[config.mk]
export PLATFORM = sky130hd
export DESIGN_NAME = fracn_divider_config_regs
export DESIGN_NICKNAME = d
export VERILOG_FILES = /design/src/include/fracn_cfg_pkg.sv /design/src/core/fracn_byte_decode.sv /design/src/core/fracn_divider_config_regs.sv
export SDC_FILE = /design/constraint.sdc
export NUM_CORES = 1
export LEC_CHECK = 0
export BUFFER_PORTS_ARGS = -buffer_cell sky130_fd_sc_hd__buf_2
export CAP_MARGIN = 40
export CORE_MARGIN = 3
export CORE_UTILIZATION = 30
export CTS_CLUSTER_DIAMETER = 200
export DETAILED_ROUTE_END_ITERATION = 12
export GPL_TIMING_DRIVEN = 0
export PLACE_DENSITY = 0.44
export SLEW_MARGIN = 0
export SYNTH_ARGS = -nofsm -noshare
export SYNTH_HDL_FRONTEND = slang
export SYNTH_SLANG_ARGS = --single-unit
[constraint.sdc]
create_clock -name CLK -period 3.11 [get_ports CLK]
set_input_delay 0.311 -clock CLK [delete_from_list [all_inputs] [get_ports CLK]]
set_output_delay 0.311 -clock CLK [all_outputs]
set_load 0.02 [all_outputs]
[src/include/fracn_cfg_pkg.sv]
// constants for the fractional-n divider configuration register bank
package fracn_cfg_pkg;
  localparam int ADDR_W = 12;
  localparam int DATA_W = 8;
  localparam logic [ADDR_W-1:0] OFS_CALIB_PRESCALER_CTRL = 12'h012;
  localparam logic [ADDR_W-1:0] OFS_PRIMARY_FRACTION_BYTE0 = 12'h014;
  localparam logic [ADDR_W-1:0] OFS_PRIMARY_FRACTION_BYTE1 = 12'h015;
  localparam logic [ADDR_W-1:0] OFS_PRIMARY_FRACTION_BYTE2 = 12'h016;
  localparam logic [ADDR_W-1:0] OFS_FRACTION_SHARED_BYTE = 12'h017;
  localparam logic [ADDR_W-1:0] OFS_AUX_FRACTION_HIGH = 12'h018;
  localparam logic [ADDR_W-1:0] OFS_AUX_MODULUS_LOW = 12'h019;
  localparam logic [ADDR_W-1:0] OFS_AUX_MODULUS_HIGH = 12'h01a;
  localparam logic [ADDR_W-1:0] OFS_SEED_BYTE0 = 12'h01b;
  localparam logic [ADDR_W-1:0] OFS_SEED_BYTE1 = 12'h01c;
  localparam logic [ADDR_W-1:0] OFS_SEED_BYTE2 = 12'h01d;
  localparam logic [ADDR_W-1:0] OFS_INTEGER_LOW = 12'h010;
  localparam int NUM_REGS = 11;
  localparam logic [DATA_W-1:0] REG_RESET = 8'h00;
  localparam int POS_CALIB_ON = 6;
  localparam int POS_PRESCALER_SEL = 5;
  localparam int PRIMARY_W = 25;
  localparam int AUX_W = 14;
  localparam int SEED_W = 24;
endpackage : fracn_cfg_pkg

[src/core/fracn_byte_decode.sv]
// address to register index decoder for the configuration bank
`timescale 1ns/1ps
module fracn_byte_decode
  import fracn_cfg_pkg::*;
(
  input wire logic [fracn_cfg_pkg::ADDR_W-1:0] addr,
  output logic hit,
  output logic [3:0] index
);
  always_comb
  begin
    hit = 1'b1;
    index = 4'h0;
    if (addr == OFS_CALIB_PRESCALER_CTRL)
    begin
      index = 4'h0;
    end
    else if (addr >= OFS_PRIMARY_FRACTION_BYTE0 && addr <= OFS_SEED_BYTE2)
    begin
      // bytes 0x014..0x01d map onto indices 1..10
      index = 4'(addr - OFS_PRIMARY_FRACTION_BYTE0 + 12'h001);
    end
    else
    begin
      hit = 1'b0;
    end
  end
endmodule : fracn_byte_decode

[src/core/fracn_divider_config_regs.sv]
// fractional-n divider configuration register bank with double-buffered fraction and modulus outputs
`timescale 1ns/1ps
//
// Contract
// - bit 6 of control register enables vco autocalibration, resets to 0
// - bit 5 selects prescaler: 0 gives 4/5, 1 gives 8/9
// - primary fraction is 25 bits over three bytes plus bit 0 of next
// - auxiliary fraction 14 bits: low 7 in shared byte 7:1, high 7 next
// - auxiliary modulus 14 bits: low byte, then bits 5:0 of next register
// - 24-bit phase seed stored little-endian over three byte registers
// - every register reads zero after reset, reserved bits included
// - fraction and modulus reach divider only on integer low byte write
module fracn_divider_config_regs
  import fracn_cfg_pkg::*;
(
  input wire logic CLK,
  input wire logic RESETN,
  input wire logic CE,
  input wire logic WR_EN,
  input wire logic RD_EN,
  input wire logic [fracn_cfg_pkg::ADDR_W-1:0] ADDR,
  input wire logic [fracn_cfg_pkg::DATA_W-1:0] WDATA,
  output logic [fracn_cfg_pkg::DATA_W-1:0] RDATA,
  output logic RHIT,
  output logic VCO_CALIB_ON,
  output logic PRESCALER_8_9,
  output logic [fracn_cfg_pkg::PRIMARY_W-1:0] PRIMARY_FRACTION,
  output logic [fracn_cfg_pkg::AUX_W-1:0] AUXILIARY_FRACTION,
  output logic [fracn_cfg_pkg::AUX_W-1:0] AUXILIARY_MODULUS,
  output logic [fracn_cfg_pkg::SEED_W-1:0] PHASE_SEED
);
  import fracn_cfg_pkg::*;

  ////////////////////////////////////////////////////////////////////////////
  typedef struct packed {
    logic [NUM_REGS-1:0][DATA_W-1:0] regs;
    logic [DATA_W-1:0] rdata;
    logic rhit;
    logic [PRIMARY_W-1:0] primary_fraction;
    logic [AUX_W-1:0] auxiliary_fraction;
    logic [AUX_W-1:0] auxiliary_modulus;
  } state_t;

  state_t cur_ff;
  state_t nxt_cur;
  logic hit;
  logic [3:0] index;

  fracn_byte_decode u_decode (
    .addr(ADDR),
    .hit(hit),
    .index(index)
  );

  ////////////////////////////////////////////////////////////////////////////
  function automatic logic [PRIMARY_W-1:0] primary_of(input logic [NUM_REGS-1:0][DATA_W-1:0] r);
    primary_of = {r[4][0], r[3], r[2], r[1]};
  endfunction : primary_of

  function automatic logic [AUX_W-1:0] aux_frac_of(input logic [NUM_REGS-1:0][DATA_W-1:0] r);
    aux_frac_of = {r[5][6:0], r[4][7:1]};
  endfunction : aux_frac_of

  function automatic logic [AUX_W-1:0] aux_mod_of(input logic [NUM_REGS-1:0][DATA_W-1:0] r);
    aux_mod_of = {r[7][5:0], r[6]};
  endfunction : aux_mod_of

  ////////////////////////////////////////////////////////////////////////////
  always_comb
  begin
    nxt_cur = cur_ff;
    nxt_cur.rhit = 1'b0;
    if (WR_EN && hit)
    begin
      // full byte kept, reserved bits too, so reads echo writes
      nxt_cur.regs[index] = WDATA;
    end
    if (RD_EN)
    begin
      nxt_cur.rhit = hit;
      // unmapped offsets answer zero
      nxt_cur.rdata = hit ? cur_ff.regs[index] : REG_RESET;
    end
    if (WR_EN && ADDR == OFS_INTEGER_LOW)
    begin
      // shadow bytes transfer together so the modulator never sees a half update
      nxt_cur.primary_fraction = primary_of(cur_ff.regs);
      nxt_cur.auxiliary_fraction = aux_frac_of(cur_ff.regs);
      nxt_cur.auxiliary_modulus = aux_mod_of(cur_ff.regs);
    end
  end

  always_ff @(posedge CLK)
  begin
    if (!RESETN)
    begin
      cur_ff <= '0;
    end
    else if (CE)
    begin
      cur_ff <= nxt_cur;
    end
  end

  ////////////////////////////////////////////////////////////////////////////
  assign RDATA = cur_ff.rdata;
  assign RHIT = cur_ff.rhit;
  assign VCO_CALIB_ON = cur_ff.regs[0][POS_CALIB_ON];
  assign PRESCALER_8_9 = cur_ff.regs[0][POS_PRESCALER_SEL];
  assign PRIMARY_FRACTION = cur_ff.primary_fraction;
  assign AUXILIARY_FRACTION = cur_ff.auxiliary_fraction;
  assign AUXILIARY_MODULUS = cur_ff.auxiliary_modulus;
  // seed is live: it only loads the accumulator when the loop restarts
  assign PHASE_SEED = {cur_ff.regs[10], cur_ff.regs[9], cur_ff.regs[8]};

  ////////////////////////////////////////////////////////////////////////////
  property p_reset_zero;
    @(posedge CLK) !RESETN |=> (RDATA == 8'h00 && PHASE_SEED == 24'h00_0000 && !VCO_CALIB_ON);
  endproperty
  a_reset_zero: assert property (p_reset_zero) else $error("bank not zero after reset");

  property p_calib_bit;
    @(posedge CLK) disable iff (!RESETN)
      (CE && WR_EN && ADDR == OFS_CALIB_PRESCALER_CTRL) |=> VCO_CALIB_ON == $past(WDATA[6]);
  endproperty
  a_calib_bit: assert property (p_calib_bit) else $error("calibration enable wrong");

  property p_presc_bit;
    @(posedge CLK) disable iff (!RESETN)
      (CE && WR_EN && ADDR == OFS_CALIB_PRESCALER_CTRL) |=> PRESCALER_8_9 == $past(WDATA[5]);
  endproperty
  a_presc_bit: assert property (p_presc_bit) else $error("prescaler select wrong");

  property p_primary_load;
    @(posedge CLK) disable iff (!RESETN)
      (CE && WR_EN && ADDR == OFS_INTEGER_LOW) |=>
        PRIMARY_FRACTION == {$past(cur_ff.regs[4][0]), $past(cur_ff.regs[3]),
                             $past(cur_ff.regs[2]), $past(cur_ff.regs[1])};
  endproperty
  a_primary_load: assert property (p_primary_load) else $error("primary fraction load");

  property p_aux_load;
    @(posedge CLK) disable iff (!RESETN)
      (CE && WR_EN && ADDR == OFS_INTEGER_LOW) |=>
        AUXILIARY_FRACTION == {$past(cur_ff.regs[5][6:0]), $past(cur_ff.regs[4][7:1])};
  endproperty
  a_aux_load: assert property (p_aux_load) else $error("aux fraction load");

  property p_mod_load;
    @(posedge CLK) disable iff (!RESETN)
      (CE && WR_EN && ADDR == OFS_INTEGER_LOW) |=>
        AUXILIARY_MODULUS == {$past(cur_ff.regs[7][5:0]), $past(cur_ff.regs[6])};
  endproperty
  a_mod_load: assert property (p_mod_load) else $error("aux modulus load");

  property p_seed_byte;
    @(posedge CLK) disable iff (!RESETN)
      (CE && WR_EN && ADDR == OFS_SEED_BYTE2) |=> PHASE_SEED[23:16] == $past(WDATA);
  endproperty
  a_seed_byte: assert property (p_seed_byte) else $error("seed high byte wrong");

  property p_shadow_hold;
    @(posedge CLK) disable iff (!RESETN)
      !(WR_EN && ADDR == OFS_INTEGER_LOW) |=> $stable(PRIMARY_FRACTION);
  endproperty
  a_shadow_hold: assert property (p_shadow_hold) else $error("fraction moved early");

  property p_readback;
    @(posedge CLK) disable iff (!RESETN)
      (CE && WR_EN && hit) ##1 (CE && RD_EN && !WR_EN && ADDR == $past(ADDR)) |=>
        RDATA == $past(WDATA, 2);
  endproperty
  a_readback: assert property (p_readback) else $error("readback mismatch");

  property p_reset_fields;
    @(posedge CLK) !RESETN |=>
      (PRIMARY_FRACTION == 25'h000_0000 && AUXILIARY_FRACTION == 14'h0000 &&
       AUXILIARY_MODULUS == 14'h0000 && !PRESCALER_8_9 && !RHIT);
  endproperty
  a_reset_fields: assert property (p_reset_fields) else $error("fields not zero after reset");

  // enable low must freeze the whole bank, read path included
  property p_ce_freeze;
    @(posedge CLK) disable iff (!RESETN)
      !CE |=> ($stable(RDATA) && $stable(RHIT) && $stable(PHASE_SEED) &&
               $stable(PRIMARY_FRACTION) && $stable(VCO_CALIB_ON));
  endproperty
  a_ce_freeze: assert property (p_ce_freeze) else $error("state moved with enable low");

  property p_unmapped_read;
    @(posedge CLK) disable iff (!RESETN)
      (CE && RD_EN && !hit) |=> (!RHIT && RDATA == REG_RESET);
  endproperty
  a_unmapped_read: assert property (p_unmapped_read) else $error("unmapped read answered");

  property p_rhit_pulse;
    @(posedge CLK) disable iff (!RESETN)
      (CE && !RD_EN) |=> !RHIT;
  endproperty
  a_rhit_pulse: assert property (p_rhit_pulse) else $error("read hit without read");

  property p_aux_hold;
    @(posedge CLK) disable iff (!RESETN)
      !(CE && WR_EN && ADDR == OFS_INTEGER_LOW) |=>
        ($stable(AUXILIARY_FRACTION) && $stable(AUXILIARY_MODULUS));
  endproperty
  a_aux_hold: assert property (p_aux_hold) else $error("aux fields moved early");

  property p_seed_low;
    @(posedge CLK) disable iff (!RESETN)
      (CE && WR_EN && ADDR == OFS_SEED_BYTE0) |=> PHASE_SEED[7:0] == $past(WDATA);
  endproperty
  a_seed_low: assert property (p_seed_low) else $error("seed low byte wrong");

  property p_seed_mid;
    @(posedge CLK) disable iff (!RESETN)
      (CE && WR_EN && ADDR == OFS_SEED_BYTE1) |=> PHASE_SEED[15:8] == $past(WDATA);
  endproperty
  a_seed_mid: assert property (p_seed_mid) else $error("seed middle byte wrong");

  c_load: cover property (@(posedge CLK) CE && WR_EN && ADDR == OFS_INTEGER_LOW);
  c_read_hit: cover property (@(posedge CLK) RHIT);
  c_calib: cover property (@(posedge CLK) VCO_CALIB_ON && PRESCALER_8_9);
  c_unmapped: cover property (@(posedge CLK) CE && RD_EN && !hit);
endmodule : fracn_divider_config_regs

==> results of run 1 <==
==> where the power goes <==
part           switching, µW  leakage [µW]  internal (µW)
Sequential            0.0281       0.00121           1920
Combinational            172       0.00235           54.8
Clock                    828      0.000295           1280
Total                   1000       0.00386           3260
==> how the worst max path moves through the flow <==
stage | to | start | cells after the start | slack, ns
final | cur_ff[117]$_SDFFE_PN0P_ | ADDR[0] | 12 | 0.22
after CTS | PHASE_SEED[9]$_SDFFE_PN0P_ | ADDR[0] | 10 | 0.04
after global routing | cur_ff[94]$_SDFFE_PN0P_ | ADDR[0] | 11 | 0.02
after floorplan | cur_ff[118]$_SDFFE_PN0P_ | ADDR[0] | 11 | 0.31
after detailed placement | PHASE_SEED[20]$_SDFFE_PN0P_ | ADDR[0] | 10 | -0.58
after global placement | PHASE_SEED[21]$_SDFFE_PN0P_ | ADDR[0] | 10 | -0.55
==> logic make-up (layout without fill, tap and decap cells) <==
logic type               Yosys count  in the layout  share of synthesized area [%]
XOR/XNOR                           1              1                         0.1248
buffers and inverters            143            287                          12.35
flip-flops                       150            150                          42.77
AND/OR/NAND/NOR                  294            294                          18.27
AO/OA/AOI/OAI                    150            150                          12.74
multiplexers                      90             90                          12.85
adder cells (fa/ha/maj)            5              5                         0.8911
==> area by class of cell <==
class | instances | area, µm²
Tap cell | 313 | 391.6
Clock buffer | 23 | 498.0
Buffer | 139 | 854.6
Fill cell | 2510 | 14220
Timing Repair Buffer | 113 | 574.3
Sequential cell | 150 | 3003
Multi-Input combinational cell | 540 | 3194
Clock inverter | 8 | 96.34
Inverter | 4 | 15.01
==> per-layer routing <==
| metal | track usage [%] | up-vias | share of wire [%] |
|---|---|---|---|
| li1 | - | 3028 | - |
| met1 | 24.43 | 2827 | 49 |
| met2 | 28.97 | 131 | 46 |
| met3 | 3.252 | 21 | 4.2 |
| met4 | 4.377 | 0 | 1.4 |
| met5 | 0 | - | 0 |
==> registers in the layout, summed over array words and instances (netlist names) <==
register and count:
VCO_CALIB_ON 1, AUXILIARY_FRACTION 14, PHASE_SEED 24, PRESCALER_8_9 1, PRIMARY_FRACTION 25, RDATA 8
cur_ff 62, RHIT 1, AUXILIARY_MODULUS 14
==> stage by stage <==
stage | setup TNS [ns] | hold WS, ns | power [µW] | setup WS, ns
2_1_floorplan | 0 | 0.4263 | 2086 | 0.3135
3_3_place_gp | -32.86 | 0.4455 | 2188 | -0.5506
3_5_place_dp | -26.58 | 0.4470 | 2188 | -0.5811
4_1_cts | 0 | 0.1386 | 4304 | 0.04210
5_1_grt | 0 | 0.1501 | 4391 | 0.01973
6_report | 0 | 0.1579 | 4256 | 0.2242
==> critical path: stages <==
cell and delay (ns):
buf_2 0.11, clkbuf_1 0.17, inv_1 0.21, ha_1 0.23
nor4bb_4 0.08, or4_4 0.53, buf_2 0.25, nor3_1 0.42
clkbuf_2 0.36, nand2_1 0.26, nand2_1 0.15, a21oi_1 0.07
==> timing repair <==
item                                    4_1_cts  5_1_grt
buffers inserted                              0        0
endpoints found under the setup margin       29       41
resized for setup                             3        7
pin swaps                                     0        0
==> placed cells by master, fill, tap and decap left out, drive strengths merged, types with 4 or more instances in the layout <==
cell     synthesis  layout
nand2          153     153
o22ai            4       4
a21oi           81      81
clkbuf          46      69
nand3           20      20
ha               5       5
mux2i           89      89
dfxtp          150     150
inv              4       4
a2bb2oi         11      11
buf             93     206
a22oi            6       6
clkinv           0       5
nor2            89      89
nor3             6       6
o21ai           25      25
nor4             7       7
o221ai           5       5
==> metrics.md, run 1 <==
| Metric | Value |
|---|---|
| Crit share post-route | 92.79% |
| Area after DPL | 7991 µm² |
| Final Max Slew Viols | 0 |
| Top cells by count, synth | nand2_1, dfxtp_1, mux2i_1, nor2_1, buf_4 |
| Worst-path clk slew | 0.06 ns |
| Crit-path max FO | 10 |
| Rel. slew slack | 41.36% |
| Vias in the first global route | 5,951 |
| Crit. End Element | flip-flop |
| Syn Area/Cell | 8.428 µm² |
| Count leader, synth | nand2_1 |
| DR pass1 iterations | 5 |
| Setup violators final | 0 |
| Row count | 55 |
| CTS buffer count | 17 |
| Startpoint type of the worst setup path | input port |
| Share of cells above drive strength 1 | 25.69% |
| Synth Cell Area | 7020 µm² |
| Yosys cell types | 51 |
| Routed Antenna Nets | 0 |
| Congestion Overflow GR | 0 |
| Crit path required time | 3.40 ns |
| CTS max path bufs | 2 |
| Worst Min Path Start | WDATA[1] |
| Tmin final | 2.886 ns |
| Post-layout util | 37.76% |
| R2R Setup Slk | 1.45 ns |
| PortBufs | 111 |
| Detailed Route Iter0 Violations | 346 |
| Synth Instances | 833 |
| RSZ-0062 raised after global routing | false |
| Post-Place Cells | 1,259 |
| IO Pins | 113 |
| Layout Cells excl Fill | 1,290 |
| Status | finished clean |
| Pwr dens | 493.4 nW/µm² |
| Dpl hpwl | 16,460 µm |
| Maximum vdd drop | 0.0003499 V |
| Global-route wire length before repair | 34,870 µm |
| Final WL | 22,570 µm |
| Sinks on Clock Net | 150 |
| Mapped Nets | 863 |
| Clock Skew | 0.006047 ns |
| Hold Buf Count CTS | 0 |
| Area added between synthesis and finish | 22.88% |
| Yosys Warn Count | 0 |
| FF-to-FF End | RDATA[4]$_SDFFE_PN0P_ |
| Die area | 25,270 µm² |
| Synth Flop Type | dfxtp_1 |
| F_max | 0.3465 GHz |
| H-tree levels | 4 |
| Synth area leaders | dfxtp_1, mux2i_1, buf_4 |
| Final hold vios | 0 |
| Kind of critical path | in2reg |
| Static leakage | 0.003855 µW |
| Arr. time, crit path | 3.17 ns |
| Initial antenna violation count | 0 |
| WL per Instance | 17.49 µm |
| Hold worst-path end | cur_ff[111]$_SDFFE_PN0P_ |
| Number of synthesized flops with an enable pin | 0 |
| Via/cell ratio | 4.657 |
| Diodes inserted | 0 |
| Fin area | 8627 µm² |
| Via Count | 6,007 |
| Chip Width | 159.0 µm |
| All-Layer GR Usage | 17.75% |
| Reg2Reg Depth | 6 |
| Least-Margin Pin Slew | 0.8796 ns |
| Register bit total from synthesis | 150 |
| Die Ht | 159.0 µm |
| Register area share after synthesis | 42.77% |
| Starting density of the core | 30.73% |
| GP Congestion | 0.7829 |
| Worst skew pair latency | 0.42 ns |
| Post-synth ARST share | 0% |
| Worst Hold Depth | 3 |
| Critical R2R Launch | cur_ff[90]$_SDFFE_PN0P_ |
| Synth top area share | 42.77% |
| TritonCTS clock tree | done |
| Core Box Area | 22,850 µm² |
| Hold WC Path Type | in2reg |
| Max_cap viols | 0 |
| Pin count of the biggest net entering global routing | 17 |
| Fin nets | 995 |
| DR DRC count | 0 |
| CTS Root Cell | clkbuf_16 |
| Post-synth top area cell | dfxtp_1 |
No activity file was read; power rests on OpenSTA's default activity.
==> run 2, diff against run 1 <==
- BUFFER_PORTS_ARGS: -buffer_cell sky130_fd_sc_hd__buf_2 -> -buffer_cell sky130_fd_sc_hd__clkbuf_2
- SYNTH_HIERARCHICAL: unset -> 1
==> metrics.md, run 2 <==
| Metric | Value |
|---|---|
| Clock Skew | 0.01208 ns |
| Synth Cell Area | 6949 µm² |
| WL per Instance | 17.09 µm |
| Diodes inserted | 0 |
| Via/cell ratio | 4.558 |
| RSZ-0062 raised after global routing | false |
| Core Box Area | 22,710 µm² |
| Area added between synthesis and finish | 21.26% |
| DR DRC count | 0 |
| Via Count | 5,333 |
| Starting density of the core | 30.60% |
| Fin area | 8427 µm² |
| FF-to-FF End | RDATA[3]$_SDFFE_PN0P_ |
| Total power | 4007 µW |
| Startpoint type of the worst setup path | input port |
| Arr. time, crit path | 3.00 ns |
| Register area share after synthesis | 43.21% |
| Synth Instances | 740 |
| Most frequent cells in the layout | dfxtp_1, nand2_1, clkbuf_2 |
| Die area | 25,030 µm² |
| Final WL | 19,990 µm |
| Number of flip-flops in the largest register | 62 |
| Post-layout util | 37.11% |
| Worst Min Path Start | WDATA[6] |
| Number of synthesized flops with an enable pin | 0 |
| Dpl hpwl | 14,800 µm |
| Pin count of the biggest net entering global routing | 17 |
| Congestion Overflow GR | 0 |
| Register Area | 3003 µm² |
| F_max | 0.3692 GHz |
| Hold WC Path Type | in2reg |
| Fin nets | 902 |
| Final hold vios | 0 |
| Maximum vdd drop | 0.0002587 V |
| Static leakage | 0.003443 µW |
| Top reg by flops | cur_ff |
| Setup violators final | 0 |
| PortBufs | 112 |
| Pwr dens | 475.4 nW/µm² |
| Crit share post-route | 87.09% |
| CTS Root Cell | clkbuf_16 |
| Area after DPL | 7871 µm² |
| Chip Width | 158.2 µm |
| Syn Area/Cell | 9.391 µm² |
| Top cells by count, synth | dfxtp_1, nand2_1, mux2i_1 |
| Routed Antenna Nets | 0 |
| Crit-path max FO | 10 |
| Mapped Nets | 770 |
| Row count | 55 |
| R2R Setup Slk | 1.77 ns |
| IO Pins | 113 |
| Worst Hold Depth | 3 |
| Multi-input gate area | 3067 µm² |
| GP Congestion | 0.8117 |
| Die Ht | 158.2 µm |
| All-Layer GR Usage | 16.53% |
| CTS max path bufs | 2 |
| Vias in the first global route | 5,304 |
| Synth top area share | 43.21% |
| Crit path required time | 3.40 ns |
| Global-route wire length before repair | 31,210 µm |
| Share of cells above drive strength 1 | 31.64% |
| Rel. slew slack | 40.35% |
| Initial antenna violation count | 0 |
| Synth area leaders | dfxtp_1, mux2i_1, buf_4 |
| Worst skew pair latency | 0.43 ns |
| DR pass1 iterations | 4 |
| Hold worst-path end | cur_ff[84]$_SDFFE_PN0P_ |
| Reg2Reg Depth | 3 |
| CTS buffer count | 17 |
| Status | finished clean |
| Worst-path clk slew | 0.07 ns |
| Synth Flop Type | dfxtp_1 |
| Max_cap viols | 0 |
| Least-Margin Pin Slew | 0.8881 ns |
| Detailed Route Iter0 Violations | 226 |
| Post-synth top area cell | dfxtp_1 |
| Hold Buf Count CTS | 0 |
| Yosys cell types | 38 |
| Count leader, synth | dfxtp_1 |
| # Post-CTS Setup Buffers | 0 |
| Tmin final | 2.709 ns |
| Most common cell after layout, fill and taps aside | dfxtp_1 |
| Crit. End Element | flip-flop |
| Final Max Slew Viols | 0 |
| TritonCTS clock tree | done |
| Kind of critical path | in2reg |
| # fillers | 2,387 |
| Register bit total from synthesis | 150 |
| Critical R2R Launch | cur_ff[89]$_SDFFE_PN0P_ |
| H-tree levels | 4 |
| Sinks on Clock Net | 150 |
| Post-cts sizing count | 0 |
| Post-synth ARST share | 0% |
| Yosys Warn Count | 6 |
run 2: cell types whose count changed after synthesis, sizes merged, moves of 9 or more:
cell     before  now
o21ai        25    0
a2bb2oi      11    0
buf          93  102
clkbuf       46   31
mux4          0   16
a21oi        81   56
nand3        20    4
nand2       153  118
run 2: per-layer routing:
layer,global-route usage [%],wire (µm)
met1,23.36,10060
met2,25.92,9132
met3,3.198,654
met4,4.383,146
met5,0,0
run 2: layout make-up:
| class | count | share of cell area (%) |
|---|---|---|
| multi-input cells | 446 | 36.39 |
| flip-flops and latches | 150 | 35.63 |
| plain buffers | 133 | 9.948 |
| repair buffers | 113 | 6.711 |
| clock buffers | 19 | 5.375 |
| well taps | 285 | 4.232 |
| clock inverters | 13 | 1.218 |
| inverters | 11 | 0.4900 |
run 2: logic make-up (layout without fill, tap and decap cells):
logic type / count (synthesis) / count (layout) / share of synthesized area, %
fa+ha+maj: 5 / 5 / 0.9003
compound gates: 81 / 81 / 6.860
flops: 150 / 150 / 43.21
buf+inv: 144 / 289 / 12.66
simple gates: 248 / 248 / 17.36
mux: 112 / 112 / 19.01
run 2: worst max-delay path: stages:
cell       delay [ns]
clkbuf_2         0.14
inv_1            0.12
ha_1             0.15
nand4bb_1        0.15
nand3_2          0.16
nor3_2           0.17
buf_2            0.21
buf_2            0.36
buf_2            0.32
nand3_1          0.52
mux2i_1          0.32
nor2_1           0.05
run 2: stage by stage:
stage | instances | setup WS (ns) | setup TNS, ns | hold slack [ns]
2_1_floorplan | 740 | 0.7218 | 0 | 0.4367
3_3_place_gp | 1137 | -0.07242 | -0.6420 | 0.4462
3_5_place_dp | 1138 | -0.1047 | -0.7761 | 0.4488
4_1_cts | 1170 | 0.3337 | 0 | 0.1414
5_1_grt | 1170 | 0.1718 | 0 | 0.1501
6_report | 1170 | 0.4014 | 0 | 0.1463
run 2: how the worst max path moves through the flow:
stage | cells past startpoint | from | slack, ns | endpoint
floorplan | 9 | ADDR[0] | 0.72 | cur_ff[80]$_SDFFE_PN0P_
detailed placement | 12 | ADDR[0] | -0.10 | cur_ff[72]$_SDFFE_PN0P_
global placement | 12 | ADDR[0] | -0.07 | cur_ff[76]$_SDFFE_PN0P_
global route | 12 | ADDR[0] | 0.17 | cur_ff[71]$_SDFFE_PN0P_
CTS | 12 | ADDR[0] | 0.33 | cur_ff[76]$_SDFFE_PN0P_
finish | 12 | ADDR[0] | 0.40 | cur_ff[72]$_SDFFE_PN0P_
run 2: where the power goes:
| part | leakage [µW] | switching, µW | internal (µW) |
|---|---|---|---|
| Clock | 0.000254 | 865 | 1070 |
| Combinational | 0.00198 | 103 | 41.3 |
| Sequential | 0.00121 | 3.53 | 1930 |
==> run 3, diff against run 2 <==
- ABC_AREA: unset -> 1
==> metrics.md, run 3 <==
| Metric | Value |
|---|---|
| DR DRC count | 0 |
| Routed Antenna Nets | 0 |
| Area after DPL | 7928 µm² |
| Most common cell after layout, fill and taps aside | nand2_1 |
| Post-cts sizing count | 0 |
| Sinks on Clock Net | 150 |
| Post-route setup TNS | 0 ns |
| Crit path required time | 3.42 ns |
| Hold WC Path Type | in2reg |
| Worst-path clk slew | 0.06 ns |
| Hold Buf Count CTS | 0 |
| Post-Place Cells | 1,410 |
| WL per Instance | 15.36 µm |
| CTS Root Cell | clkbuf_16 |
| FF-to-FF End | RDATA[1]$_SDFFE_PN0P_ |
| Arr. time, crit path | 2.62 ns |
| Synth top area share | 43.02% |
| H-tree levels | 4 |
| Status | finished clean |
| Global-route wire length before repair | 34,200 µm |
| Yosys cell types | 26 |
| TritonCTS clock tree | done |
| WP buf/inv | 5 |
| Reg2Reg Depth | 8 |
| Row count | 55 |
| CTS max path bufs | 2 |
| Starting density of the core | 30.65% |
| Max incr delay on CP | 0.29 ns |
| Multi-input gate area | 2880 µm² |
| Hold worst-path end | cur_ff[104]$_SDFFE_PN0P_ |
| Worst Min Path Start | WDATA[2] |
| Crit-path max FO | 10 |
| Syn Area/Cell | 7.080 µm² |
| # Post-CTS Setup Buffers | 0 |
| DR pass1 iterations | 5 |
| Static leakage | 0.003978 µW |
| Layout Cells excl Fill | 1,439 |
| Vias in the first global route | 6,098 |
| Synth Instances | 986 |
| Pwr dens | 510.8 nW/µm² |
| Worst skew pair latency | 0.43 ns |
| RSZ-0062 raised after global routing | false |
| Clock Skew | 0.006373 ns |
| Top cells by count, synth | nand2_1, dfxtp_1, o21ai_0 |
| Yosys Warn Count | 6 |
| Slowest CP cell | buf_2 |
| IO Pins | 113 |
| Kind of critical path | in2reg |
| PortBufs | 111 |
| Final hold vios | 0 |
| Crit. End Element | flip-flop |
| Fin area | 8569 µm² |
| Diodes inserted | 0 |
| Congestion Overflow GR | 0 |
| Core Box Area | 22,780 µm² |
| Rel. slew slack | 58.07% |
| Initial antenna violation count | 0 |
| Synth Cell Area | 6980 µm² |
| Startpoint type of the worst setup path | input port |
| F_max | 0.4322 GHz |
| R2R Setup Slk | 1.93 ns |
| Post-synth top area cell | dfxtp_1 |
| Crit share post-route | 74.41% |
| Total power | 4377 µW |
| Fin nets | 1,146 |
| Worst Hold Depth | 3 |
| GP Congestion | 0.8221 |
| Chip Width | 158.5 µm |
| Register area share after synthesis | 43.02% |
| Dpl hpwl | 16,350 µm |
| Die area | 25,130 µm² |
| Synth area leaders | dfxtp_1, nand2_1, o21ai_0 |
| # fillers | 2,539 |
| Final Max Slew Viols | 0 |
| Area added between synthesis and finish | 22.76% |
| Die Ht | 158.5 µm |
| Register Area | 3003 µm² |
| Detailed Route Iter0 Violations | 476 |
| Max_cap viols | 0 |
| Critical Path Start | ADDR[0] |
| Least-Margin Pin Slew | 0.6290 ns |
| Number of flip-flops in the largest register | 62 |
| Critical R2R Launch | cur_ff[95]$_SDFFE_PN0P_ |
| Setup violators final | 0 |
| Most frequent cells in the layout | nand2_1, dfxtp_1, o21ai_0 |
| Share of cells above drive strength 1 | 23.53% |
| Final WL | 22,100 µm |
| Pin count of the biggest net entering global routing | 17 |
| Via/cell ratio | 4.514 |
| Top reg by flops | cur_ff |
| CP Cell Sequence | clkbuf_2 -> inv_1 -> ha_1 -> nor2_1 -> nand3_1 -> nand2_1 -> nand2_1 -> nand2_2 -> nor2_1 -> buf_2 -> clkinv_1 -> buf_2 -> nand2_1 -> nand2_1 -> nand2_1 -> nand2_1 -> nand2_1 -> nand3_1 -> nand2_1 -> a21oi_1 |
| Cell repeated most along the worst path | nand2_1 |
| All-Layer GR Usage | 17.85% |
| Register bit total from synthesis | 150 |
| Count leader, synth | nand2_1 |
| Synth Flop Type | dfxtp_1 |
| Post-synth ARST share | 0% |
| Largest delay share family, worst path | buffers and inverters |
| Number of synthesized flops with an enable pin | 0 |
| Mapped Nets | 1,016 |
| CTS buffer count | 17 |
| Maximum vdd drop | 0.0002791 V |
| Via Count | 6,495 |
| Tmin final | 2.314 ns |
## run 3: cell count changes in the layout (fill, tap and decap cells not counted), sizes merged, moves of 34 or more
cell	previous run	this run
nand2	118	211
o21ai	0	142
inv	12	46
mux2i	96	0
nand3	4	41
a21oi	56	97
nor2	93	132
## run 3: metal layers
layer | up-vias | track usage, % | routed length [µm]
met5 | - | 0 | 0
met3 | 27 | 2.881 | 990
met2 | 162 | 29.20 | 10150
met1 | 2940 | 24.38 | 10640
li1 | 3366 | - | -
met4 | 0 | 5.039 | 323
## run 3: worst max-delay path by stage
| stage | cells past startpoint | endpoint |
|---|---|---|
| 6_report | 20 | RDATA[1]$_SDFFE_PN0P_ |
| 5_1_grt | 19 | RDATA[2]$_SDFFE_PN0P_ |
| 4_1_cts | 20 | RDATA[1]$_SDFFE_PN0P_ |
| 3_5_place_dp | 20 | RDATA[1]$_SDFFE_PN0P_ |
| 3_3_place_gp | 19 | RDATA[1]$_SDFFE_PN0P_ |
| 2_1_floorplan | 15 | PRESCALER_8_9$_SDFFE_PN0P_ |
## run 3: cells by family after synthesis
logic type / Yosys count / synth area share [%]
compound gates: 240 / 17.24
xor+xnor: 2 / 0.2510
fa+ha+maj: 5 / 0.8962
buf+inv: 195 / 15.72
flops: 150 / 43.02
simple gates: 394 / 22.87
## run 3: layout make-up
class / instances / share of cell area, %
Sequential cell: 150 / 35.04
Multi-Input combinational cell: 641 / 33.61
Clock inverter: 8 / 2.000
Timing Repair Buffer: 111 / 6.483
Inverter: 55 / 2.409
Clock buffer: 21 / 5.490
Tap cell: 313 / 4.570
Buffer: 140 / 10.40
## run 3: per-stage QoR
| stage | worst slack (ns) | hold slack [ns] | util (%) |
|---|---|---|---|
| 2_1_floorplan | 1.085 | 0.4237 | - |
| 3_3_place_gp | 0.4026 | 0.4400 | 34.80 |
| 3_5_place_dp | 0.3485 | 0.4437 | 34.80 |
| 4_1_cts | 0.8023 | 0.2006 | 37.62 |
| 5_1_grt | 0.4913 | 0.2581 | 37.62 |
| 6_report | 0.7960 | 0.2265 | 37.62 |
## run 3: worst min-delay path, stage by stage
cell and delay, ns:
clkbuf_2 0.11, o21ai_0 0.08, a21oi_1 0.10
## run 3: report_power, final
part           leakage (µW)  internal, µW  switching, µW
Combinational       0.00246          36.8            112
Clock              0.000311          1480            830
Sequential          0.00121          1920          0.243
